## config.mk

```make
export PLATFORM = sky130hd
export DESIGN_NAME = scid_decoder
export DESIGN_NICKNAME = d
export VERILOG_FILES = /design/src/core/scid_decoder.v /design/src/core/scid_divider.v
export VERILOG_INCLUDE_DIRS = /design/src /design/src/core
export SDC_FILE = /design/constraint.sdc
export NUM_CORES = 2
export LEC_CHECK = 0
export ABC_CLOCK_PERIOD_IN_PS = 8100
export BUFFER_PORTS_ARGS = -buffer_cell sky130_fd_sc_hd__buf_4
export CAP_MARGIN = 10
export CORE_MARGIN = 2
export CORE_UTILIZATION = 55
export CTS_CLUSTER_SIZE = 14
export DETAILED_ROUTE_END_ITERATION = 16
export PLACE_DENSITY = 0.74
export SLEW_MARGIN = 40
export SYNTH_ARGS = -nofsm -noshare
export SYNTH_HDL_FRONTEND = slang
export SYNTH_SLANG_ARGS = --single-unit
```

## constraint.sdc

```tcl
create_clock -name clk -period 8.1 [get_ports clk]
set_clock_uncertainty 0.2 [all_clocks]
set_input_delay 0.405 -clock clk [delete_from_list [all_inputs] [get_ports clk]]
set_output_delay 0.405 -clock clk [all_outputs]
set_load 0.02 [all_outputs]
```

## src/core/scid_defs.vh

```
// Purpose: Shared constants for the servo command input decoder
// Assumes: 200 MHz core clock, classic Wishbone register access
// Notes:   Definitions only
//
// What this block does
// - Unipolar PWM: speed proportional to duty cycle
// - Direction input high clockwise, low counter-clockwise
// - Velocity changes ramp at configured acceleration
// - No PWM edges for 50 ms means off
// - Static low or high PWM means zero
// - Enable high energizes, low requests disable
// - Disable completes within 10 ms
// - Frequency mode scales speed between min and max
// - Pulse train silent 50 ms commands zero
// - Sensor mode: first input clockwise, second counter-clockwise
// - Dropped move input decelerates then holds position
// - No two consecutive moves in same direction
// - Input change during motion cancels, stops, holds
// - After cancel accept only opposite direction request
`ifndef SCID_DEFS_VH
`define SCID_DEFS_VH

// ----------------------------------------
// Timing
// ----------------------------------------
`define SCID_CLK_HZ 200000000
`define SCID_SILENCE_MS 50
`define SCID_SILENCE_CYC (`SCID_SILENCE_MS * (`SCID_CLK_HZ / 1000))
`define SCID_DISABLE_MS 10
`define SCID_RAMP_DIV 200

// ----------------------------------------
// Register offsets (byte addresses)
// ----------------------------------------
`define SCID_OFF_CTRL 8'h00
`define SCID_OFF_MAXVEL 8'h04
`define SCID_OFF_ACCEL 8'h08
`define SCID_OFF_FMIN 8'h0c
`define SCID_OFF_FMAX 8'h10
`define SCID_OFF_STATUS 8'h14
`define SCID_OFF_VEL 8'h18
`define SCID_OFF_CMD 8'h1c

// ----------------------------------------
// Fields
// ----------------------------------------
`define SCID_MODE_PWM 2'h0
`define SCID_MODE_FREQ 2'h1
`define SCID_MODE_SENSOR 2'h2
`define SCID_ST_ENERGIZED 0
`define SCID_ST_INPUT_OFF 1
`define SCID_ST_DIR_CW 2
`define SCID_ST_MOVING 3

// ----------------------------------------
// Reset values
// ----------------------------------------
`define SCID_RST_MODE 2'h0
`define SCID_RST_MAXVEL 16'h1000
`define SCID_RST_ACCEL 16'h0010
`define SCID_RST_FMIN 20'h00000
`define SCID_RST_FMAX 20'haae60

`endif

```

## src/core/scid_decoder.v

```verilog
// Purpose: Command input decoder: PWM, frequency and move-to-sensor modes
// Assumes: Enable and both command inputs are asynchronous pins
// Notes:   Velocity is signed, positive means clockwise
`default_nettype none
`include "scid_defs.vh"

module scid_decoder #(
    parameter CNT_W = 24,
    parameter VEL_W = 16,
    parameter SILENCE_CYC = `SCID_SILENCE_CYC,
    parameter RAMP_DIV = `SCID_RAMP_DIV
) (
    input wire clk,
    input wire rst,
    input wire wb_cyc_i,
    input wire wb_stb_i,
    input wire wb_we_i,
    input wire [7:0] wb_adr_i,
    input wire [31:0] wb_dat_i,
    input wire [3:0] wb_sel_i,
    output reg [31:0] wb_dat_o,
    output reg wb_ack_o,
    input wire enablePin,
    input wire inputA,
    input wire inputB,
    output reg energized,
    output reg signed [VEL_W:0] velocity,
    output reg velocityCw
);
    localparam DW = 40;
    localparam [1:0] C_IDLE = 2'h0;
    localparam [1:0] C_DIV1 = 2'h1;
    localparam [1:0] C_DIV2 = 2'h2;
    localparam [1:0] S_IDLE = 2'h0;
    localparam [1:0] S_CW = 2'h1;
    localparam [1:0] S_CCW = 2'h2;
    localparam [1:0] D_NONE = 2'h0;
    localparam [1:0] D_CW = 2'h1;
    localparam [1:0] D_CCW = 2'h2;
    localparam [CNT_W-1:0] SILENCE = SILENCE_CYC[CNT_W-1:0];
    localparam [15:0] RAMP_LAST = RAMP_DIV[15:0] - 16'h1;
    localparam [31:0] CLK_HZ32 = `SCID_CLK_HZ;
    localparam [DW-1:0] CLK_HZ = {{(DW-32){1'b0}}, CLK_HZ32};

    // Byte-lane merge for register writes
    function [31:0] laneMerge;
        input [31:0] old;
        input [31:0] data;
        input [3:0] sel;
        integer i;
        begin
            laneMerge = old;
            for (i = 0; i < 4; i = i + 1) begin
                if (sel[i]) begin
                    laneMerge[i*8 +: 8] = data[i*8 +: 8];
                end
            end
        end
    endfunction

    // ----------------------------------------
    // Input synchronisers
    // ----------------------------------------
    reg [2:0] sync1;
    reg [2:0] sync2;
    reg [2:0] sync3;
    wire enSync = sync2[0];
    wire dirSync = sync2[1];
    wire velSync = sync2[2];
    wire velEdge = sync2[2] ^ sync3[2];
    wire velRise = sync2[2] & ~sync3[2];
    reg [1:0] inSync1;
    reg [1:0] inSync2;
    reg [1:0] inSync3;
    wire reqCw = inSync2[0];
    wire reqCcw = inSync2[1];
    wire reqChange = |(inSync2 ^ inSync3);

    always @(posedge clk) begin
        if (rst) begin
            sync1 <= 3'h0;
            sync2 <= 3'h0;
            sync3 <= 3'h0;
            inSync1 <= 2'h0;
            inSync2 <= 2'h0;
            inSync3 <= 2'h0;
        end else begin
            sync1 <= {inputB, inputA, enablePin};
            sync2 <= sync1;
            sync3 <= sync2;
            inSync1 <= {inputB, inputA};
            inSync2 <= inSync1;
            inSync3 <= inSync2;
        end
    end

    // ----------------------------------------
    // Registers
    // ----------------------------------------
    reg [1:0] mode;
    reg [VEL_W-1:0] maxVel;
    reg [VEL_W-1:0] accel;
    reg [19:0] fMin;
    reg [19:0] fMax;
    reg [VEL_W-1:0] cmdMag;
    reg inputOff;
    reg [1:0] sState;
    wire wbReq = wb_cyc_i && wb_stb_i && !wb_ack_o;
    wire wbWr = wb_cyc_i && wb_stb_i && wb_we_i && wb_ack_o;
    reg [31:0] rdData;
    wire [31:0] wrMerged = laneMerge(rdData, wb_dat_i, wb_sel_i);

    always @* begin
        case (wb_adr_i)
            `SCID_OFF_CTRL: rdData = {30'h0, mode};
            `SCID_OFF_MAXVEL: rdData = {{(32-VEL_W){1'b0}}, maxVel};
            `SCID_OFF_ACCEL: rdData = {{(32-VEL_W){1'b0}}, accel};
            `SCID_OFF_FMIN: rdData = {12'h0, fMin};
            `SCID_OFF_FMAX: rdData = {12'h0, fMax};
            `SCID_OFF_STATUS: rdData = {28'h0, sState != S_IDLE, velocityCw, inputOff, energized};
            `SCID_OFF_VEL: rdData = {{(31-VEL_W){1'b0}}, velocity};
            `SCID_OFF_CMD: rdData = {{(32-VEL_W){1'b0}}, cmdMag};
            default: rdData = 32'h0;
        endcase
    end

    always @(posedge clk) begin
        if (rst) begin
            wb_ack_o <= 1'b0;
            wb_dat_o <= 32'h0;
            mode <= `SCID_RST_MODE;
            maxVel <= `SCID_RST_MAXVEL;
            accel <= `SCID_RST_ACCEL;
            fMin <= `SCID_RST_FMIN;
            fMax <= `SCID_RST_FMAX;
        end else begin
            wb_ack_o <= wbReq;
            if (wbReq) begin
                wb_dat_o <= wb_we_i ? 32'h0 : rdData;
            end
            if (wbWr) begin
                case (wb_adr_i)
                    `SCID_OFF_CTRL: mode <= wrMerged[1:0];
                    `SCID_OFF_MAXVEL: maxVel <= wrMerged[VEL_W-1:0];
                    `SCID_OFF_ACCEL: accel <= wrMerged[VEL_W-1:0];
                    `SCID_OFF_FMIN: fMin <= wrMerged[19:0];
                    `SCID_OFF_FMAX: fMax <= wrMerged[19:0];
                    default: ;
                endcase
            end
        end
    end

    // ----------------------------------------
    // Edge timing measurement
    // ----------------------------------------
    reg [CNT_W-1:0] periodCnt;
    reg [CNT_W-1:0] highCnt;
    reg [CNT_W-1:0] silentCnt;
    reg haveRise;
    wire [CNT_W-1:0] periodNow = periodCnt + {{(CNT_W-1){1'b0}}, 1'b1};

    always @(posedge clk) begin
        if (rst || !enSync) begin
            periodCnt <= {CNT_W{1'b0}};
            highCnt <= {CNT_W{1'b0}};
            silentCnt <= {CNT_W{1'b0}};
            haveRise <= 1'b0;
            inputOff <= 1'b1;
        end else begin
            // Cycle counts between edges
            if (velRise) begin
                periodCnt <= {CNT_W{1'b0}};
                highCnt <= {{(CNT_W-1){1'b0}}, 1'b1};
                haveRise <= 1'b1;
            end else begin
                if (periodCnt != SILENCE) periodCnt <= periodNow;
                if (velSync && highCnt != SILENCE) highCnt <= highCnt + {{(CNT_W-1){1'b0}}, 1'b1};
            end
            // Silence or static level turns input off
            if (velEdge) begin
                silentCnt <= {CNT_W{1'b0}};
            end else if (silentCnt != SILENCE) begin
                silentCnt <= silentCnt + {{(CNT_W-1){1'b0}}, 1'b1};
            end
            if (velEdge && haveRise) begin
                inputOff <= 1'b0;
            end else if (silentCnt == SILENCE - {{(CNT_W-1){1'b0}}, 1'b1}) begin
                inputOff <= 1'b1;
                haveRise <= 1'b0;
            end
        end
    end

    // ----------------------------------------
    // Speed computation
    // ----------------------------------------
    reg [1:0] cState;
    reg divStart;
    reg [DW-1:0] divNum;
    reg [DW-1:0] divDen;
    wire divBusy;
    wire divDone;
    wire [DW-1:0] divQuot;
    wire [DW-1:0] maxVelExt = {{(DW-VEL_W){1'b0}}, maxVel};

    scid_divider #(
        .W(DW)
    ) u_div (
        .clk(clk),
        .rst(rst),
        .start(divStart),
        .num(divNum),
        .den(divDen),
        .busy(divBusy),
        .done(divDone),
        .quot(divQuot)
    );

    always @(posedge clk) begin
        if (rst || !enSync) begin
            cState <= C_IDLE;
            divStart <= 1'b0;
            divNum <= {DW{1'b0}};
            divDen <= {DW{1'b0}};
            cmdMag <= {VEL_W{1'b0}};
        end else begin
            divStart <= 1'b0;
            case (cState)
                C_IDLE: begin
                    if (velRise && haveRise && !divBusy) begin
                        divDen <= {{(DW-CNT_W){1'b0}}, periodNow};
                        divStart <= 1'b1;
                        if (mode == `SCID_MODE_FREQ) begin
                            divNum <= CLK_HZ;
                            cState <= C_DIV1;
                        end else if (mode == `SCID_MODE_PWM) begin
                            divNum <= {{(DW-CNT_W){1'b0}}, highCnt} * maxVelExt;
                            cState <= C_DIV2;
                        end else begin
                            divStart <= 1'b0;
                        end
                    end
                end
                C_DIV1: begin
                    if (divDone) begin
                        cState <= C_IDLE;
                        if (divQuot <= {20'h0, fMin} || fMax <= fMin) begin
                            cmdMag <= {VEL_W{1'b0}};
                        end else if (divQuot >= {20'h0, fMax}) begin
                            cmdMag <= maxVel;
                        end else begin
                            divNum <= {20'h0, divQuot[19:0] - fMin} * maxVelExt;
                            divDen <= {20'h0, fMax - fMin};
                            divStart <= 1'b1;
                            cState <= C_DIV2;
                        end
                    end
                end
                C_DIV2: begin
                    if (divDone) begin
                        cState <= C_IDLE;
                        cmdMag <= (divQuot > maxVelExt) ? maxVel : divQuot[VEL_W-1:0];
                    end
                end
                default: cState <= C_IDLE;
            endcase
        end
    end

    // ----------------------------------------
    // Move to sensor
    // ----------------------------------------
    reg [1:0] lastDir;

    always @(posedge clk) begin
        if (rst || !enSync || mode != `SCID_MODE_SENSOR) begin
            sState <= S_IDLE;
            lastDir <= D_NONE;
        end else begin
            case (sState)
                S_IDLE: begin
                    if (reqCw && !reqCcw && lastDir != D_CW) begin
                        sState <= S_CW;
                        lastDir <= D_CW;
                    end else if (reqCcw && !reqCw && lastDir != D_CCW) begin
                        sState <= S_CCW;
                        lastDir <= D_CCW;
                    end
                end
                S_CW, S_CCW: begin
                    if (reqChange) sState <= S_IDLE;
                end
                default: sState <= S_IDLE;
            endcase
        end
    end

    // ----------------------------------------
    // Target and acceleration ramp
    // ----------------------------------------
    reg signed [VEL_W:0] target;
    reg [15:0] rampCnt;
    wire signed [VEL_W+1:0] velWide = {velocity[VEL_W], velocity};
    wire signed [VEL_W+1:0] tgtWide = {target[VEL_W], target};
    wire signed [VEL_W+1:0] accWide = {2'b00, accel};
    wire signed [VEL_W+1:0] upStep = velWide + accWide;
    wire signed [VEL_W+1:0] dnStep = velWide - accWide;
    wire [VEL_W:0] magPos = {1'b0, cmdMag};
    wire [VEL_W:0] maxPos = {1'b0, maxVel};

    always @* begin
        if (mode == `SCID_MODE_SENSOR) begin
            case (sState)
                S_CW: target = maxPos;
                S_CCW: target = -maxPos;
                default: target = {(VEL_W+1){1'b0}};
            endcase
        end else if (inputOff) begin
            target = {(VEL_W+1){1'b0}};
        end else begin
            target = dirSync ? magPos : -magPos;
        end
    end

    always @(posedge clk) begin
        if (rst) begin
            energized <= 1'b0;
            velocity <= {(VEL_W+1){1'b0}};
            velocityCw <= 1'b0;
            rampCnt <= 16'h0;
        end else begin
            energized <= enSync;
            rampCnt <= (rampCnt == RAMP_LAST) ? 16'h0 : rampCnt + 16'h1;
            if (!enSync) begin
                velocity <= {(VEL_W+1){1'b0}};
            end else if (rampCnt == RAMP_LAST) begin
                if (velWide < tgtWide) begin
                    velocity <= (upStep > tgtWide) ? target : upStep[VEL_W:0];
                end else if (velWide > tgtWide) begin
                    velocity <= (dnStep < tgtWide) ? target : dnStep[VEL_W:0];
                end
            end
            velocityCw <= !velocity[VEL_W] && velocity != {(VEL_W+1){1'b0}};
        end
    end
endmodule

`default_nettype wire

```

## src/core/scid_divider.v

```verilog
// Purpose: Unsigned restoring divider, one quotient bit per clock
// Assumes: den nonzero; start only while not busy
// Notes:   Quotient held in a register until the next start
`default_nettype none

module scid_divider #(
    parameter W = 40
) (
    input wire clk,
    input wire rst,
    input wire start,
    input wire [W-1:0] num,
    input wire [W-1:0] den,
    output reg busy,
    output reg done,
    output reg [W-1:0] quot
);
    localparam [6:0] STEPS = W;

    reg [W:0] rem;
    reg [6:0] cnt;
    wire [W:0] shifted = {rem[W-1:0], quot[W-1]};
    wire [W:0] denExt = {1'b0, den};
    wire fits = shifted >= denExt;

    // ----------------------------------------
    // Shift and subtract
    // ----------------------------------------
    always @(posedge clk) begin
        if (rst) begin
            rem <= {(W+1){1'b0}};
            quot <= {W{1'b0}};
            cnt <= 7'h00;
            busy <= 1'b0;
            done <= 1'b0;
        end else begin
            done <= 1'b0;
            if (start && !busy) begin
                rem <= {(W+1){1'b0}};
                quot <= num;
                cnt <= STEPS;
                busy <= 1'b1;
            end else if (busy) begin
                rem <= fits ? shifted - denExt : shifted;
                quot <= {quot[W-2:0], fits};
                cnt <= cnt - 7'h01;
                if (cnt == 7'h01) begin
                    busy <= 1'b0;
                    done <= 1'b1;
                end
            end
        end
    end
endmodule

`default_nettype wire

```

# After elaboration in Yosys (flattened, before gate mapping)
# Index checks and enable logic that the tools add are counted.
# word_totals
reg_bits,423
latchBits,0
ram_bits,0
romBits,0
elab_cells,218
memories,0
# classes
n_addsub,12
n_mul,2
div,0
n_lt_le_gt_ge,9
eq_ne,31
n_shift,0
mux,66
bitwise,6
reduce_logical,56
# op_table
cell,n
40-bit 2-to-1 mux,13
20-bit case mux with 8 select lines,1
40-bit case mux with 2 select lines,2
17-bit 2-to-1 mux,7
16-bit 2-to-1 mux,5
24-bit by 1-bit adder with 24-bit output (second input constant),3
24-bit != test (second input constant),3
41-bit by 40-bit >= comparator with 1-bit output,1
40-bit by 20-bit >= comparator with 1-bit output,1
40-bit by 16-bit > comparator with 1-bit output,1
40-bit by 20-bit less-or-equal comparator with 1-bit output,1
24-bit by 16-bit multiplier with 40-bit output,1
20-bit subtractor,2
40-bit subtractor,1
20-bit by 16-bit multiplier with 36-bit output,1
16-bit negation with 17-bit output,2
17-bit case mux with 2 select lines,1
8-bit by 5-bit == test with 1-bit output (second input constant),4
32-bit 2-to-1 mux,1
16-bit case mux with 2 select lines,1
24-bit == test (second input constant),1
20-bit less-or-equal comparator,1
2-bit 2-to-1 mux,10
17-bit by 17-bit adder with 18-bit output,1
other kinds (40),117

# Depth between registers and ports, before layout
# logic_depth
ltp_word,8
ltp_mapped,35
ltp_nobuf,34

# Cells and area by module
# From an unflattened synthesis, not the netlist that was laid out.
# hier_totals
hier_cells,5903
hier_area_um2,47870.9
# modules_own_cells
mod,instances,cells_each,area_per_inst_um2
scid_decoder,1,5101,41633.7
scid_divider,1,802,6237.2

# Worst setup path before layout
# Ideal clock, no wire load.
# synth_timing
path_kind,register to register
startpoint,register fMin[1]
endpoint,register divNum[34]
arrival_ns,8.191
required_ns,7.778
setup_slack_ns,-0.412
stages_incl_launch_ff,34
n_path_buf,1
period_less_slack_ns,8.512
path_cell_list,dfxtp_1 > inv_1 > ha_1 > nor2b_1 > o21ai_0 > a21boi_0 > o21ai_0 > a2111o_1 > a21boi_1 > o21a_1 > nor3_1 > nor2_1 > clkbuf_1 > nand2_1 > fa_1 > fa_1 > inv_1 > fa_1 > fa_1 > fa_1 > inv_1 > fa_1 > inv_1 > ha_1 > a21o_1 > a21o_1 > a21o_1 > a21o_1 > a221oi_1 > nor4_1 > a211oi_1 > xnor2_1 > a22oi_1 > a21oi_1
# synth_between
elab_chain_cells,6
# synth_rtl
item,line,source
"start, declared",scid_decoder.v:103,reg [19:0] fMin;
"start signal, assigned",scid_decoder.v:134,fMin <= `SCID_RST_FMIN;
"start signal, assigned",scid_decoder.v:146,`SCID_OFF_FMIN: fMin <= wrMerged[19:0];
20-bit subtractor,scid_decoder.v:253,"divNum <= {20'h0, divQuot[19:0] - fMin} * maxVelExt;"
20-bit by 16-bit multiplier with 36-bit output,scid_decoder.v:253,
40-bit 2-to-1 mux,scid_decoder.v:250,"end else if (divQuot >= {20'h0, fMax}) begin"
40-bit 2-to-1 mux,scid_decoder.v:248,"if (divQuot <= {20'h0, fMin} || fMax <= fMin) begin"
40-bit 2-to-1 mux,scid_decoder.v:246,if (divDone) begin
40-bit case mux with 2 select lines,scid_decoder.v:229,case (cState)
"end signal, assigned",scid_decoder.v:224,divNum <= {DW{1'b0}};
"end signal, assigned",scid_decoder.v:238,"divNum <= {{(DW-CNT_W){1'b0}}, highCnt} * maxVelExt;"
"end signal, assigned",scid_decoder.v:253,
"end, declared",scid_decoder.v:200,reg [DW-1:0] divNum;
# Several ways; a longest one is shown, not always the timed one. The select of a mux whose other input is x is not followed.
# A chain may end at the register's enable or synchronous reset.

# Worst setup path after layout
# layout_timing
startpoint,register u_div.quot[0]
endpoint,register divNum[30]
# layout_between
elab_chain_cells,6
# layout_rtl
item,line,source
"start, declared",scid_divider.v:16,output reg [W-1:0] quot
"start signal, assigned",scid_divider.v:32,quot <= {W{1'b0}};
"start signal, assigned",scid_divider.v:40,quot <= num;
"start signal, assigned",scid_divider.v:45,"quot <= {quot[W-2:0], fits};"
20-bit subtractor,scid_decoder.v:253,
20-bit by 16-bit multiplier with 36-bit output,scid_decoder.v:253,
40-bit 2-to-1 mux,scid_decoder.v:250,
40-bit 2-to-1 mux,scid_decoder.v:248,
40-bit 2-to-1 mux,scid_decoder.v:246,
40-bit case mux with 2 select lines,scid_decoder.v:229,
# Several ways; a longest one is shown, not always the timed one. The select of a mux whose other input is x is not followed.

==> flow_summary.ini <==
[pwr]
p_leak_nw = 24.1
switching_share_pct = 23.6
clockPowerShare_pct = 53.9
power.density_nw_per_um2 = 82.7
p_total_mw = 4.37
combPwrFrac_pct = 2.3
irDropWorstVdd_mv = 0.153
p_int_mw = 3.34
p_sw_mw = 1.03
power_frac_seq_pct = 43.8

[setup_path]
crit_cells = 34
crit_fanout = 4
cpMostUsedCell = a21o_1
critPathRequiredTime_ns = 8.39
crit_path_end_kind = flop
r2r-end = divNum[30]$_SDFFE_PP0P_
cpMaxStageDelayCell = fa_1
ff2ff_setup_slack_ns = 0.06
crit_arrival_ns = 8.34
critPathBufInv = 8
cp_slowest_stage_delay_ns = 0.56
worstSetupStartpointType = flop
cp_top_family = adder cells
r2r-start = u_div.quot[0]$_SDFFE_PP0P_
critPathCapture = divNum[30]$_SDFFE_PP0P_
worst-setup-path-type = flop to flop
crit_path_start = u_div.quot[0]$_SDFFE_PP0P_
rr_worst_depth = 34

[final_layout]
design_area_um2 = 52900
nNetsFinal = 6975
area_growth_pct = 10.9
drive_gt1_share_pct = 9.56
finalNonFillerCells = 7138

[timing]
drv_slew = 0
slew_headroom_pct = 38.3
min_period_ns = 8.04
max_freq_ghz = 0.124
fin_ws_ns = 0.0574
period_share_pct = 99.3
final_hold_viol_count = 0
rsz0062_at_grt = yes
worstMarginPinSlew_ns = 0.926
finalSetupViolations = 0

[placement]
dp_cells = 7018
place_congestion = 1.00
hpwl_mm = 113
dp_slack_ns = -0.325
dpl-instance-area_um2 = 50400
port_buffers = 78

[global_route]
antenna_found_initial = 7
grt-ovfl-total = 0
grt_pass1_vias = 42500
track_usage_pct = 33.2
grt_pass1_wl_mm = 235
grt_max_degree = 83

[logic_synthesis]
yosys.cell_count.top_type = nand2_1
yosys_warnings = 0
ys_ff_latch = 388
avgSynthCellArea_um2 = 8.10
synth_common_cells = 792 x nand2_1, 760 x inv_1, 561 x fa_1
synth_area_leaders = fa_1 24%, dfxtp_1 16%, ha_1 11%
synth_top_area_share_pct = 23.5
yosys.cell_types.count = 92
yosysSeqAreaShare_pct = 16.3
ys.flop_type = dfxtp_1
synth_cells = 5887
netlist_area_um2 = 47700
synthArstFlopShare_pct = 0
synth_edf_count = 0
yosysTopAreaCell = fa_1

[floorplan]
pin_count = 104
num_rows = 108
die_y_um = 299
core-area_um2 = 86300
die_w_um = 299
start_util_pct = 55.2
dieArea_um2 = 89100

[cts]
clockBufferDepth = 3
clk_latency_ns = 0.64
cts_tree = yes
clk_pin_slew_ns = 0.06
cts_root_buffer = clkbuf_16
cts_inserted_buffers = 47
cts.sinks = 388
htree_levels = 2

[route]
via_per_inst = 6.02
drt_iter0_markers = 4019
routed_wl_mm = 148
routedWlPerCell_um = 20.8
antenna_left = 0
dr.pass1.iters = 6
route.detailed.drc = 0
vias = 43000

[status]
outcome = finished clean

[flow_run]
drv_cap = 0

[min_path]
hold_path_class = input port to flop
## cells in the final DEF, fill, tap and decap left out, drive strengths merged, types with 59 or more instances in the layout
| cell type | netlist | layout |
|---|---|---|
| nor3 | 90 | 90 |
| nor2b | 59 | 59 |
| and2 | 201 | 201 |
| inv | 761 | 764 |
| a211oi | 63 | 63 |
| a22oi | 84 | 84 |
| o21ai | 153 | 153 |
| ha | 419 | 419 |
| nand2 | 792 | 792 |
| a21oi | 346 | 346 |
| nand4 | 87 | 87 |
| xor2 | 98 | 98 |
| clkbuf | 299 | 64 |
| dfxtp | 388 | 388 |
| nor2 | 493 | 493 |
| nand3 | 83 | 83 |
| fa | 561 | 561 |
| xnor2 | 147 | 147 |
| a21o | 92 | 92 |
| buf | 51 | 332 |
## power groups by stage
stage | logic [mW] | registers, mW | clock network (mW)
after floorplan | 0.0595 | 1.96 | 0
after global placement | 0.0908 | 1.96 | 0
after detailed placement | 0.0921 | 1.96 | 0
after CTS | 0.0975 | 1.92 | 2.38
after global routing | 0.105 | 1.92 | 2.46
final | 0.100 | 1.92 | 2.36
## registers in the layout, summed over array words and instances, names as in the netlist, 24 cells and up
register    count
periodCnt      24
divDen         24
u_div.rem      40
u_div.quot     40
divNum         40
silentCnt      24
highCnt        24
## stage by stage
| stage | TNS [ns] | hold slack, ns | util (%) |
|---|---|---|---|
| finish | 0 | 0.0309 | 61.3 |
| global placement | -1.15 | 0.215 | 58.3 |
| floorplan | 0 | 0.214 | - |
| detailed placement | -2.46 | 0.228 | 58.3 |
| global route | -1.64 | 0.0334 | 61.3 |
| CTS | 0 | 0.000568 | 60.6 |
## repair_timing
action                                 CTS  global route
gates resized for setup                 17           103
setup buffers                            7            10
hold buffers                            13             0
setup endpoints to repair               18            18
endpoints found under the hold margin   15             0
cloned                                   0             0
pin swaps                               17            90
## how the worst min path moves through the flow
stage | from | to | slack (ns) | cells after the start
global route | wb_dat_i[14] | maxVel[14]$_SDFFE_PP0P_ | 0.03 | 4
detailed placement | sync1[1]$_SDFF_PP0_ | sync2[1]$_SDFF_PP0_ | 0.23 | 1
floorplan | sync1[0]$_SDFF_PP0_ | sync2[0]$_SDFF_PP0_ | 0.21 | 1
CTS | wb_sel_i[2] | fMin[19]$_SDFFE_PP0P_ | 0.0006 | 5
global placement | sync1[0]$_SDFF_PP0_ | sync2[0]$_SDFF_PP0_ | 0.21 | 1
finish | rst | sync2[2]$_SDFF_PP0_ | 0.03 | 2
## logic make-up after synthesis
kind of cell    synth area share (%)
compound gates                  14.5
simple gates                    19.6
xor+xnor                        4.50
mux                             1.65
fa+ha+maj                       34.5
flops                           16.3
other cells                  0.00786
buf+inv                         8.92
## layout make-up
class	count	area, um2
clock buffer	63	1300
fill	7452	33500
antenna	2	5.00
multi-input combinational	4395	36300
clock inverter	24	417
timing repair buffer	346	2760
sequential	388	7800
inverter	765	2870
tap	1155	1450
## layer usage
metal,GRT usage [%],vias up,share of wire (%)
met4,18.0,10,6.2
met1,43.1,21000,39
met3,5.47,493,8.7
met2,53.0,2023,46
li1,-,19500,-
met5,0,-,0.044
Power figures use the tool's default switching activity.
